**config.mk**
```make
export PLATFORM = sky130hd
export DESIGN_NAME = burst_sram_device_flat
export DESIGN_NICKNAME = d
export VERILOG_FILES = /design/src/rtl/qdr_port_pkg.sv /design/src/rtl/sram_link_if.sv /design/src/rtl/burst_sram_device.sv /design/src/flat_wrapper.sv
export SDC_FILE = /design/constraint.sdc
export NUM_CORES = 1
export LEC_CHECK = 0
export BUFFER_PORTS_ARGS = -buffer_cell sky130_fd_sc_hd__buf_2
export CAP_MARGIN = 25
export CORE_MARGIN = 2
export CORE_UTILIZATION = 50
export DETAILED_ROUTE_END_ITERATION = 12
export HOLD_SLACK_MARGIN = 0.1
export PLACE_DENSITY = 0.66
export REMOVE_ABC_BUFFERS = 1
export SLEW_MARGIN = 25
export SYNTH_ARGS = -nofsm -noshare
export SYNTH_HDL_FRONTEND = slang
export SYNTH_SLANG_ARGS = --single-unit
```
**constraint.sdc**
```tcl
create_clock -name clk_sys_i -period 4.5 [get_ports clk_sys_i]
set_input_delay 0.45 -clock clk_sys_i [delete_from_list [all_inputs] [get_ports clk_sys_i]]
set_output_delay 0.45 -clock clk_sys_i [all_outputs]
set_load 0.1 [all_outputs]
```
**src/rtl/qdr_port_pkg.sv**
```systemverilog
// Shared constants for the burst-of-four static RAM port and its controller.
// Assumes one system clock; the link clocks are made from it by a divider.
package qdr_port_pkg;
    // System clock and link clock timing.
    localparam int SYS_PERIOD_NS = 10;
    localparam int K_PERIOD_NS = 80;
    localparam int K_PERIOD_CYC = K_PERIOD_NS / SYS_PERIOD_NS;
    localparam int PH_W = $clog2(K_PERIOD_CYC);
    localparam logic [PH_W-1:0] K_HALF = PH_W'(K_PERIOD_CYC / 2);
    localparam logic [PH_W-1:0] TRUE_RISE_PH = '0;
    // Lines change two cycles ahead of the clock rise that samples them.
    localparam logic [PH_W-1:0] ISSUE_PH = PH_W'(K_PERIOD_CYC - 2);
    localparam logic [PH_W-1:0] COMP_DRIVE_PH = PH_W'(K_PERIOD_CYC / 2 - 2);
    localparam logic [PH_W-1:0] PH_RESET = PH_W'(K_PERIOD_CYC - 1);
    // Data path layout.
    localparam int DATA_W = 8;
    localparam int NIB_W = 4;
    localparam int BURST_LEN = 4;
    localparam int BEAT_W = 2;
    localparam int ADDR_W_DEF = 4;
    localparam int WORDS_W = BURST_LEN * DATA_W;
    localparam int MASK_W = 2 * BURST_LEN;
    localparam logic [BEAT_W-1:0] LAST_BEAT = BEAT_W'(BURST_LEN - 1);
    localparam logic [BEAT_W-1:0] THIRD_BEAT = 2'h2;
    // Output clock rise to read capture: two syncs each way plus launch.
    localparam int CAPTURE_DELAY = 6;
    localparam int BUF_DEPTH = 2;
endpackage

```
**src/rtl/sram_link_if.sv**
```systemverilog
// Pin bundle between the memory controller and the burst static RAM port.
// Q is tri-state: q_oe high means the memory drives q.
`timescale 1ns/1ns
`default_nettype none
interface sram_link_if #(parameter int ADDR_W = qdr_port_pkg::ADDR_W_DEF);
    logic k_true;
    logic k_comp;
    logic c_true;
    logic c_comp;
    logic rd_req_n;
    logic wr_req_n;
    logic [ADDR_W-1:0] addr;
    logic [qdr_port_pkg::DATA_W-1:0] d;
    logic lower_nibble_write_n;
    logic upper_nibble_write_n;
    logic [qdr_port_pkg::DATA_W-1:0] q;
    logic q_oe;

    // Memory end.
    modport memory (
        input k_true, k_comp, c_true, c_comp, rd_req_n, wr_req_n, addr, d,
        input lower_nibble_write_n, upper_nibble_write_n,
        output q, q_oe
    );

    // Controller end.
    modport controller (
        output k_true, k_comp, c_true, c_comp, rd_req_n, wr_req_n, addr, d,
        output lower_nibble_write_n, upper_nibble_write_n,
        input q, q_oe
    );
endinterface
`default_nettype wire

```
**src/rtl/burst_sram_device.sv**
```systemverilog
// Memory end of the link: a burst-of-four separate-I/O static RAM port.
// All link pins are sampled by two flip-flops on clk_sys_i, which must run
// well above the link clock; the controller keeps C in phase with K or holds the C pair high.
`timescale 1ns/1ns
`default_nettype none
module burst_sram_device #(
    parameter int ADDR_W = qdr_port_pkg::ADDR_W_DEF
) (
    // Clock and reset.
    input wire logic clk_sys_i,
    input wire logic rst_b_i,
    // Link pins.
    sram_link_if.memory link,
    // Burst status.
    output logic rd_busy_o,
    output logic wr_busy_o
);
    import qdr_port_pkg::*;

    localparam int IN_W = 8 + ADDR_W + DATA_W;
    localparam int DEPTH = 1 << (ADDR_W + BEAT_W);

    logic [IN_W-1:0] pin_s1_reg;
    logic [IN_W-1:0] pin_s2_reg;
    logic [3:0] clk_prev_reg;
    logic k_s, kc_s, c_s, cc_s, rreq_n_s, wreq_n_s, up_n_s, lo_n_s;
    logic [ADDR_W-1:0] addr_s;
    logic [DATA_W-1:0] d_s;
    logic k_rise, kc_rise, c_rise, cc_rise;
    logic use_k, out_true_rise, out_comp_rise;
    logic rd_go, wr_go;
    logic rd_last_reg, rd_last_next, wr_last_reg, wr_last_next;
    logic wr_arm_reg, wr_arm_next, wr_busy_reg, wr_busy_next;
    logic [ADDR_W-1:0] wr_arm_addr_reg, wr_arm_addr_next;
    logic [ADDR_W-1:0] wr_base_reg, wr_base_next;
    logic [BEAT_W-1:0] wr_cnt_reg, wr_cnt_next;
    logic mem_we;
    logic [ADDR_W+BEAT_W-1:0] mem_idx;
    logic [DATA_W-1:0] mem_word;
    logic [DATA_W-1:0] mem_reg [DEPTH];
    logic rd_arm_reg, rd_arm_next, rd_busy_reg, rd_busy_next;
    logic [ADDR_W-1:0] rd_arm_addr_reg, rd_arm_addr_next;
    logic [ADDR_W-1:0] rd_base_reg, rd_base_next;
    logic [BEAT_W-1:0] rd_cnt_reg, rd_cnt_next;
    logic [DATA_W-1:0] q_reg, q_next;
    logic q_oe_reg, q_oe_next;
    logic launch;

    // Two-flop synchroniser for every link input; only stage two is read.
    always_ff @(posedge clk_sys_i or negedge rst_b_i)
    begin
        if (!rst_b_i)
        begin
            // Idle pin levels, so no false clock edge follows reset.
            pin_s1_reg <= {8'h5f, {(ADDR_W + DATA_W){1'b0}}};
            pin_s2_reg <= {8'h5f, {(ADDR_W + DATA_W){1'b0}}};
            clk_prev_reg <= 4'h5;
        end
        else
        begin
            pin_s1_reg <= {link.k_true, link.k_comp, link.c_true, link.c_comp,
                           link.rd_req_n, link.wr_req_n, link.upper_nibble_write_n,
                           link.lower_nibble_write_n, link.addr, link.d};
            pin_s2_reg <= pin_s1_reg;
            clk_prev_reg <= pin_s2_reg[IN_W-1:IN_W-4];
        end
    end

    // Unpack the synchronised pins and find the clock rises.
    assign {k_s, kc_s, c_s, cc_s, rreq_n_s, wreq_n_s, up_n_s, lo_n_s,
            addr_s, d_s} = pin_s2_reg;
    assign k_rise = k_s & ~clk_prev_reg[3];
    assign kc_rise = kc_s & ~clk_prev_reg[2];
    assign c_rise = c_s & ~clk_prev_reg[1];
    assign cc_rise = cc_s & ~clk_prev_reg[0];
    assign use_k = c_s & cc_s;
    assign out_true_rise = use_k ? k_rise : c_rise;
    assign out_comp_rise = use_k ? kc_rise : cc_rise;

    // Request decode: strobes count only at a true K rise.
    assign rd_go = k_rise & ~rreq_n_s & ~rd_last_reg;
    assign wr_go = k_rise & ~wreq_n_s & ~wr_last_reg & ~rd_go;

    always_comb
    begin
        rd_last_next = k_rise ? rd_go : rd_last_reg;
        wr_last_next = k_rise ? wr_go : wr_last_reg;
    end

    // Write burst: armed at the issuing rise, beats on the following rises.
    always_comb
    begin
        wr_arm_next = wr_arm_reg;
        wr_arm_addr_next = wr_arm_addr_reg;
        wr_busy_next = wr_busy_reg;
        wr_base_next = wr_base_reg;
        wr_cnt_next = wr_cnt_reg;
        mem_we = 1'b0;
        mem_idx = {wr_base_reg, wr_cnt_reg};
        if (k_rise)
        begin
            if (wr_arm_reg)
            begin
                mem_we = 1'b1;
                mem_idx = {wr_arm_addr_reg, {BEAT_W{1'b0}}};
                wr_base_next = wr_arm_addr_reg;
                wr_busy_next = 1'b1;
                wr_cnt_next = 2'h1;
            end
            else if (wr_busy_reg && wr_cnt_reg == THIRD_BEAT)
            begin
                mem_we = 1'b1;
                wr_cnt_next = LAST_BEAT;
            end
            wr_arm_next = wr_go;
            if (wr_go)
            begin
                wr_arm_addr_next = addr_s;
            end
        end
        if (kc_rise && wr_busy_reg && wr_cnt_reg[0])
        begin
            mem_we = 1'b1;
            wr_cnt_next = wr_cnt_reg + 2'h1;
            if (wr_cnt_reg == LAST_BEAT)
            begin
                wr_busy_next = 1'b0;
            end
        end
    end

    // Nibble merge: a high enable keeps the stored nibble.
    always_comb
    begin
        mem_word = mem_reg[mem_idx];
        if (!lo_n_s)
        begin
            mem_word[NIB_W-1:0] = d_s[NIB_W-1:0];
        end
        if (!up_n_s)
        begin
            mem_word[DATA_W-1:NIB_W] = d_s[DATA_W-1:NIB_W];
        end
    end

    // Storage array, written one beat at a time.
    always_ff @(posedge clk_sys_i)
    begin
        if (mem_we)
        begin
            mem_reg[mem_idx] <= mem_word;
        end
    end

    // Read burst: the two output rises after the issue are skipped, then beats
    // go out on complement, true, complement, true rises.
    always_comb
    begin
        rd_arm_next = rd_arm_reg;
        rd_arm_addr_next = rd_arm_addr_reg;
        rd_busy_next = rd_busy_reg;
        rd_base_next = rd_base_reg;
        rd_cnt_next = rd_cnt_reg;
        q_next = q_reg;
        q_oe_next = q_oe_reg;
        launch = rd_busy_reg && ((out_comp_rise && !rd_cnt_reg[0]) ||
                                 (out_true_rise && rd_cnt_reg[0]));
        if (launch)
        begin
            q_next = mem_reg[{rd_base_reg, rd_cnt_reg}];
            q_oe_next = 1'b1;
            rd_cnt_next = rd_cnt_reg + 2'h1;
        end
        else if (out_true_rise || out_comp_rise)
        begin
            q_oe_next = 1'b0;
        end
        if (out_true_rise)
        begin
            if (rd_arm_reg)
            begin
                rd_arm_next = 1'b0;
                rd_busy_next = 1'b1;
                rd_base_next = rd_arm_addr_reg;
                rd_cnt_next = '0;
            end
            else if (rd_busy_reg && rd_cnt_reg == LAST_BEAT)
            begin
                rd_busy_next = 1'b0;
            end
        end
        if (rd_go)
        begin
            rd_arm_next = 1'b1;
            rd_arm_addr_next = addr_s;
        end
    end

    // Control state; outputs float from reset until the first read.
    always_ff @(posedge clk_sys_i or negedge rst_b_i)
    begin
        if (!rst_b_i)
        begin
            rd_last_reg <= 1'b0;
            wr_last_reg <= 1'b0;
            wr_arm_reg <= 1'b0;
            wr_arm_addr_reg <= '0;
            wr_busy_reg <= 1'b0;
            wr_base_reg <= '0;
            wr_cnt_reg <= '0;
            rd_arm_reg <= 1'b0;
            rd_arm_addr_reg <= '0;
            rd_busy_reg <= 1'b0;
            rd_base_reg <= '0;
            rd_cnt_reg <= '0;
            q_reg <= '0;
            q_oe_reg <= 1'b0;
        end
        else
        begin
            rd_last_reg <= rd_last_next;
            wr_last_reg <= wr_last_next;
            wr_arm_reg <= wr_arm_next;
            wr_arm_addr_reg <= wr_arm_addr_next;
            wr_busy_reg <= wr_busy_next;
            wr_base_reg <= wr_base_next;
            wr_cnt_reg <= wr_cnt_next;
            rd_arm_reg <= rd_arm_next;
            rd_arm_addr_reg <= rd_arm_addr_next;
            rd_busy_reg <= rd_busy_next;
            rd_base_reg <= rd_base_next;
            rd_cnt_reg <= rd_cnt_next;
            q_reg <= q_next;
            q_oe_reg <= q_oe_next;
        end
    end

    // Outputs straight from flip-flops.
    assign link.q = q_reg;
    assign link.q_oe = q_oe_reg;
    assign rd_busy_o = rd_busy_reg;
    assign wr_busy_o = wr_busy_reg;
endmodule
`default_nettype wire

```
**src/flat_wrapper.sv**
```systemverilog
// flat-port wrapper written by rule: the top's interface ports become plain ports
module burst_sram_device_flat import qdr_port_pkg::*;
#(
    parameter int ADDR_W = qdr_port_pkg::ADDR_W_DEF
)
  (clk_sys_i, rst_b_i, rd_busy_o, wr_busy_o, link_k_true, link_k_comp, link_c_true, link_c_comp, link_rd_req_n, link_wr_req_n, link_addr, link_d, link_lower_nibble_write_n, link_upper_nibble_write_n, link_q, link_q_oe);
  sram_link_if #(.ADDR_W(ADDR_W)) link_i ();
  input wire logic clk_sys_i;
  input wire logic rst_b_i;
  output logic rd_busy_o;
  output logic wr_busy_o;
  input wire logic [$bits(link_i.k_true)-1:0] link_k_true;
  input wire logic [$bits(link_i.k_comp)-1:0] link_k_comp;
  input wire logic [$bits(link_i.c_true)-1:0] link_c_true;
  input wire logic [$bits(link_i.c_comp)-1:0] link_c_comp;
  input wire logic [$bits(link_i.rd_req_n)-1:0] link_rd_req_n;
  input wire logic [$bits(link_i.wr_req_n)-1:0] link_wr_req_n;
  input wire logic [$bits(link_i.addr)-1:0] link_addr;
  input wire logic [$bits(link_i.d)-1:0] link_d;
  input wire logic [$bits(link_i.lower_nibble_write_n)-1:0] link_lower_nibble_write_n;
  input wire logic [$bits(link_i.upper_nibble_write_n)-1:0] link_upper_nibble_write_n;
  output wire logic [$bits(link_i.q)-1:0] link_q;
  output wire logic [$bits(link_i.q_oe)-1:0] link_q_oe;
  assign link_i.k_true = link_k_true;
  assign link_i.k_comp = link_k_comp;
  assign link_i.c_true = link_c_true;
  assign link_i.c_comp = link_c_comp;
  assign link_i.rd_req_n = link_rd_req_n;
  assign link_i.wr_req_n = link_wr_req_n;
  assign link_i.addr = link_addr;
  assign link_i.d = link_d;
  assign link_i.lower_nibble_write_n = link_lower_nibble_write_n;
  assign link_i.upper_nibble_write_n = link_upper_nibble_write_n;
  assign link_q = link_i.q;
  assign link_q_oe = link_i.q_oe;
  burst_sram_device #(.ADDR_W(ADDR_W)) u_core (.clk_sys_i(clk_sys_i), .rst_b_i(rst_b_i), .link(link_i), .rd_busy_o(rd_busy_o), .wr_busy_o(wr_busy_o));
endmodule
```
Yosys cells after proc, flatten, opt, wreduce, memory -nomap -nowiden. Memory sizes are Yosys's and may differ from the RTL's. A register that Yosys moved wholly into a read port is not among the register bits. Cells that the tools add are included.

Register bits after elaboration: 70. Bits in writable memories: 512. Input port bits: 22. Output and inout bits: 11. Word-level logic and storage cells: 94. Memories: 1.

Memory list: u_core.mem_reg (words 64, bits a word 8, read ports 1, clocked after memory_dff 1, wr ports 1, line burst_sram_device.sv:40) `logic [DATA_W-1:0] mem_reg [DEPTH];`.

$add $sub $neg: 2. Equal/unequal tests: 5. Multiplexer cells: 29. Bitwise logic cells: 19. Reduce and logical (&&, ||, !) cells: 23.

Operators by type and width (number): $mux 1 (18); $mux 2 (7); $reduce_and 2->1 (7); $mux 6 (2); $and 1x1->1 (10); $not 1->1 (9); $mux 4 (2); $reduce_bool 2->1 (4); $logic_and 1x1->1 (7); $eq 2x2->1 const B (3); $add 2x1->2 const B (2); $reduce_bool 3->1 (1); $logic_not 1->1 (2); $logic_or 1x1->1 (2); $ne 1x1->1 const B (2).

Logic depth before layout (Yosys ltp).
Depth after elaboration: 9. Gate-level depth with buffers: 10. Gate-level depth less buffers: 8.

Worst setup path after synthesis. OpenSTA, ideal clock, no wires.

Path kind: reg2reg. Start point: register u_core.wr_busy_reg (netlist: u_core.wr_busy_o). End point: memory u_core.mem_reg[15][4] (enable). Setup time: 0.330 ns. Data arrival time: 2.205 ns. Data required time: 4.170 ns. Setup slack: 1.965 ns. Cell stages (with the launch flop): 6. Buffers on the path: 0. Period minus slack after synthesis: 2.535 ns. Cell sequence: dfrtp_1 and3_1 nor2_1 nor2_1 nand4_1 nor2_1.

Longest elaborated chain between the ends: 8. Elaborated cells between the ends (all ways): 10. Those cells by class: mux (6); reduce/logical (4).

RTL lines: start, declared (line burst_sram_device.sv:33) `logic wr_arm_reg, wr_arm_next, wr_busy_reg, wr_busy_next;`; start signal, assigned (line burst_sram_device.sv:225) `wr_busy_reg <= wr_busy_next;`; $logic_and 1x1->1 (line burst_sram_device.sv:110) `else if (wr_busy_reg && wr_cnt_reg == THIRD_BEAT)`; $mux 1 (line burst_sram_device.sv:110); $mux 1 (line burst_sram_device.sv:102) `if (wr_arm_reg)`; $mux 1 (line burst_sram_device.sv:100) `if (k_rise)`; $mux 1 (*) (line burst_sram_device.sv:121) `if (kc_rise && wr_busy_reg && wr_cnt_reg[0])`; $mux 1 (*) (line burst_sram_device.sv:149) `if (mem_we)`; $mux 1 (implied by the code) (*) (line burst_sram_device.sv:151) `mem_reg[mem_idx] <= mem_word;`; $reduce_and 2->1 (no line) (*); end, declared (line burst_sram_device.sv:40).

Every way passes the cells marked *; elsewhere a longest branch is shown, timed or not.

Worst setup path in the final report.
Start point: register u_core.pin_s2_reg[19]. End point: memory u_core.mem_reg[27][6] (enable).

Longest elaborated chain between the ends: 6. Elaborated cells between the ends (all ways): 7. Those cells by class: mux (5); bitwise (1); reduce/logical (1).

RTL lines: start, declared (line burst_sram_device.sv:24) `logic [IN_W-1:0] pin_s2_reg;`; start signal, assigned (line burst_sram_device.sv:56) `pin_s2_reg <= {8'h5f, {(ADDR_W + DATA_W){1'b0}}};`; start signal, assigned (line burst_sram_device.sv:64) `pin_s2_reg <= pin_s1_reg;`; $and 1x1->1 (*) (line burst_sram_device.sv:72) `assign k_rise = k_s & ~clk_prev_reg[3];`; $mux 1 (line burst_sram_device.sv:100); $mux 1 (line burst_sram_device.sv:121); $mux 1 (line burst_sram_device.sv:149); $mux 1 (implied by the code) (line burst_sram_device.sv:151); $reduce_and 2->1 (no line).

Marked as above.

==> impl_results.md <==
* Grt met3 use at between 3 and 4%
* Met1 Usage GRT at 30.8%
* Synth async-reset ratio at around an eighth
* Vias at between 10000 and 15000
* Synthesized-area fraction occupied by adder cells at 0.164%
* Inst Count DP at approximately 1800
* Design area at 25800 um2
* Syn_area_per_cell at between 15 and 20 um2
* TritonCTS clock tree: built
* I/O Pins at 33
* Path category of the worst min-delay check: register to register
* Worst Path Required at roughly 4.7 ns
* Clock period minus worst slack at around 3.3 ns
* Vias in the first global route at 12000
* Largest net degree at the start of global routing at 65
* Fin crit share at between 70% and 80%
* YS warnings at 0
* Least-Margin Pin Slew at 1.08 ns
* Largest family of logic cells by synthesized area: multiplexers
* DRC violations left at 0
* Arrival @ worst endpoint at roughly 3.5 ns
* # H-tree levels at 2
* Post-Syn Area at 22900 um2
* Register area at about 17000 um2
* DIE HEIGHT at ~220 um
* Top Usage Layer GRT: met2
* Root buffer cell: clkbuf_16
* Die X at 218 um
* Critical path capture point type: register
* DP HPWL at 30600 um
* Global Route Usage Sum at a little over a fifth
* GRT Residual Overflow at 0
* Leakage power at roughly 8.4 nW
* Starting Density at 50.6%
* Global-route wire length before repair at around 76000 um
* Endpoints failing setup at 0
* Num rows at 78
* Die ar. at between 40000 and 50000 um2
* Synth Area in Compound Gates at just under 3%
* Dpl ws at around 1.3 ns
* Hold_ws at about 0.35 ns
* Synth top area cells: edfxtp_1 67%, mux4_2 9.2%, dfrtp_1 7.0%, mux2_2 3.7%, nor2_1 2.6%
* Slew Viols, Final at 0
* Most frequent cell after synthesis: edfxtp_1
* Global placer's final weighted congestion at between 0.8 and 0.9
* 1st-iter DRT viols at between 1000 and 1500
* Worst vdd ir at approximately 360 uV
* Nets at between 1000 and 1500
* Detailed-router iteration count before antenna repair at 5
* Multiplexer share of the synthesized area at roughly 14%
* Power Dens Cells at roughly 600 nW/um2
* TritonCTS Buffers at 54
* Max reg flops at between 500 and 600
* Crit path kind: register to register
* Synthesis-stage register bit count at 590
* Ratio of cells with drive above 1 in the final layout at ~25%
* Skew-Pair Late Insertion Delay at a little over 0.6 ns
* # resized after CTS at 0
* Synth unique cells at between 40 and 50
* Synth area leader: edfxtp_1
* Fill cell count at 3389
* Buffers on Ports at 32
* Post-Synth Simple-Gate Area at under 10%
* Crit path launch type: register
* Area after DPL at 23700 um2
* N_diodes at 0
* Vias/cell at about 6.0
* Wirelength, routed at between 50000 and 60000 um
* Final Non-Filler Cells at between 1500 and 2000
* CP Launch Point: u_core.pin_s2_reg[19]
* Antenna-violating nets left at 0
* Post-synth EDFFs at roughly 500
* Worst slew margin at 28.0%
* Synth Area in XOR/XNOR at 0%
* Synth top area share at between 60% and 70%
* Fmax at between 300 and 400 MHz
* Met2 usage at 35.3%
* Sink Count at between 500 and 600
* Multi-input gate area at between 5000 and 6000 um2
* Outcome: completed
* Max Root-Sink Buffers at 3
* R2R Path Start: u_core.pin_s2_reg[19]
* Maxcap violations at 0
* Hold_sp: u_core.pin_s1_reg[0]
* Initial antenna violation count at 0
* Final critical-path setup slack at roughly 1.2 ns
* WL per Instance at 25.8 um
* Final hold violation count at 0
* Max Clock Skew at 0.0276 ns
* Mapped Cells at ~1200
* Core box area at 45300 um2
* Primary FF master, synth: edfxtp_1
* Clock-pin slew on the worst setup and hold paths at about 0.06 ns
* Synth cell count leaders: 512 x edfxtp_1, 159 x nor2_1, 94 x mux4_2
* Area delta synth->final at 12.6%
* Unrepaired setup endpoints after global routing: no
* Register area share after synthesis at 75.7%
* Layout Utilization at between 50 and 60%
* CP max FO at 16
kinds of logic (layout without fill, tap and decap cells):
group | Yosys count | in the layout
compound gates | 98 | 98
fa+ha+maj | 3 | 3
buf+inv | 73 | 185
flops | 590 | 590
mux | 201 | 201
simple gates | 275 | 275
layer usage:
layer	part of all wire (%)	wire length, um	up-vias
met5	0	0	-
li1	-	-	5056
met4	2.9	1480	0
met1	41	20900	6082
met2	49	24600	482
met3	6.8	3420	110
layout by cell type, fill, tap and decap left out, types with 7 or more instances in the layout:
cell type / netlist / layout
dfrtp_1: 64 / 53
o22ai_1: 38 / 38
clkinv_2: 0 / 12
edfxtp_1: 512 / 512
buf_4: 4 / 23
nor2b_1: 13 / 13
a21oi_1: 13 / 13
dlygate4sd3_1: 0 / 21
mux2_2: 76 / 76
buf_2: 25 / 31
nand3_1: 31 / 31
nand4_1: 12 / 12
nor2_1: 159 / 159
mux2i_1: 29 / 29
clkbuf_1: 30 / 11
a22oi_1: 8 / 8
dfrtp_2: 0 / 8
a211oi_1: 9 / 9
clkinv_1: 0 / 9
clkbuf_16: 0 / 57
dfstp_2: 14 / 14
nand2_1: 37 / 37
inv_1: 7 / 7
bufinv_16: 0 / 7
mux4_2: 94 / 94
power by group:
group | internal [mW] | leakage, nW | total [mW] | switching, mW
clock | 2.76 | 0.905 | 4.70 | 1.94
combinational | 1.62 | 1.96 | 3.86 | 2.24
sequential | 6.13 | 5.50 | 6.62 | 0.490
through the flow:
step | total power [mW] | setup TNS [ns]
floorplan | 9.61 | -7.81
detailed placement | 10.6 | 0
global route | 15.7 | 0
CTS | 15.3 | 0
global placement | 10.6 | 0
finish | 15.2 | 0
worst paths after layout:
check,endpoint,slack [ns],cells after the start
min in group asynchronous,u_core.pin_s1_reg[4],0.41,2
min,u_core.pin_s2_reg[0],0.35,0
max reg2reg,u_core.mem_reg[27][6],1.24,5
max,u_core.mem_reg[27][6],1.24,5
max in group asynchronous,u_core.clk_prev_reg[0],3.18,3
min reg2reg,u_core.pin_s2_reg[0],0.35,0
critical path, cell delays in order, from the launching register on:
cell and delay [ns]:
dfrtp_1 0.38, nor2b_1 0.22, and2_1 0.37, mux2i_1 0.53, nand3_1 0.79, nor2_1 0.61
repair_timing:
item | 4_1_cts | 5_1_grt
endpoints found under the hold margin | 55 | 0
hold buffers | 21 | 0
buffers inserted | 0 | 0
layout make-up:
| class | count | area share, % |
|---|---|---|
| sequential | 590 | 67.4 |
| multi-input combinational | 577 | 20.3 |
| clock buffer | 71 | 5.85 |
| tap | 600 | 2.91 |
| timing repair buffer | 77 | 2.24 |
| clock inverter | 30 | 1.25 |
| inverter | 7 | 0.102 |
Note: power is estimated with default switching activity, not from simulation.
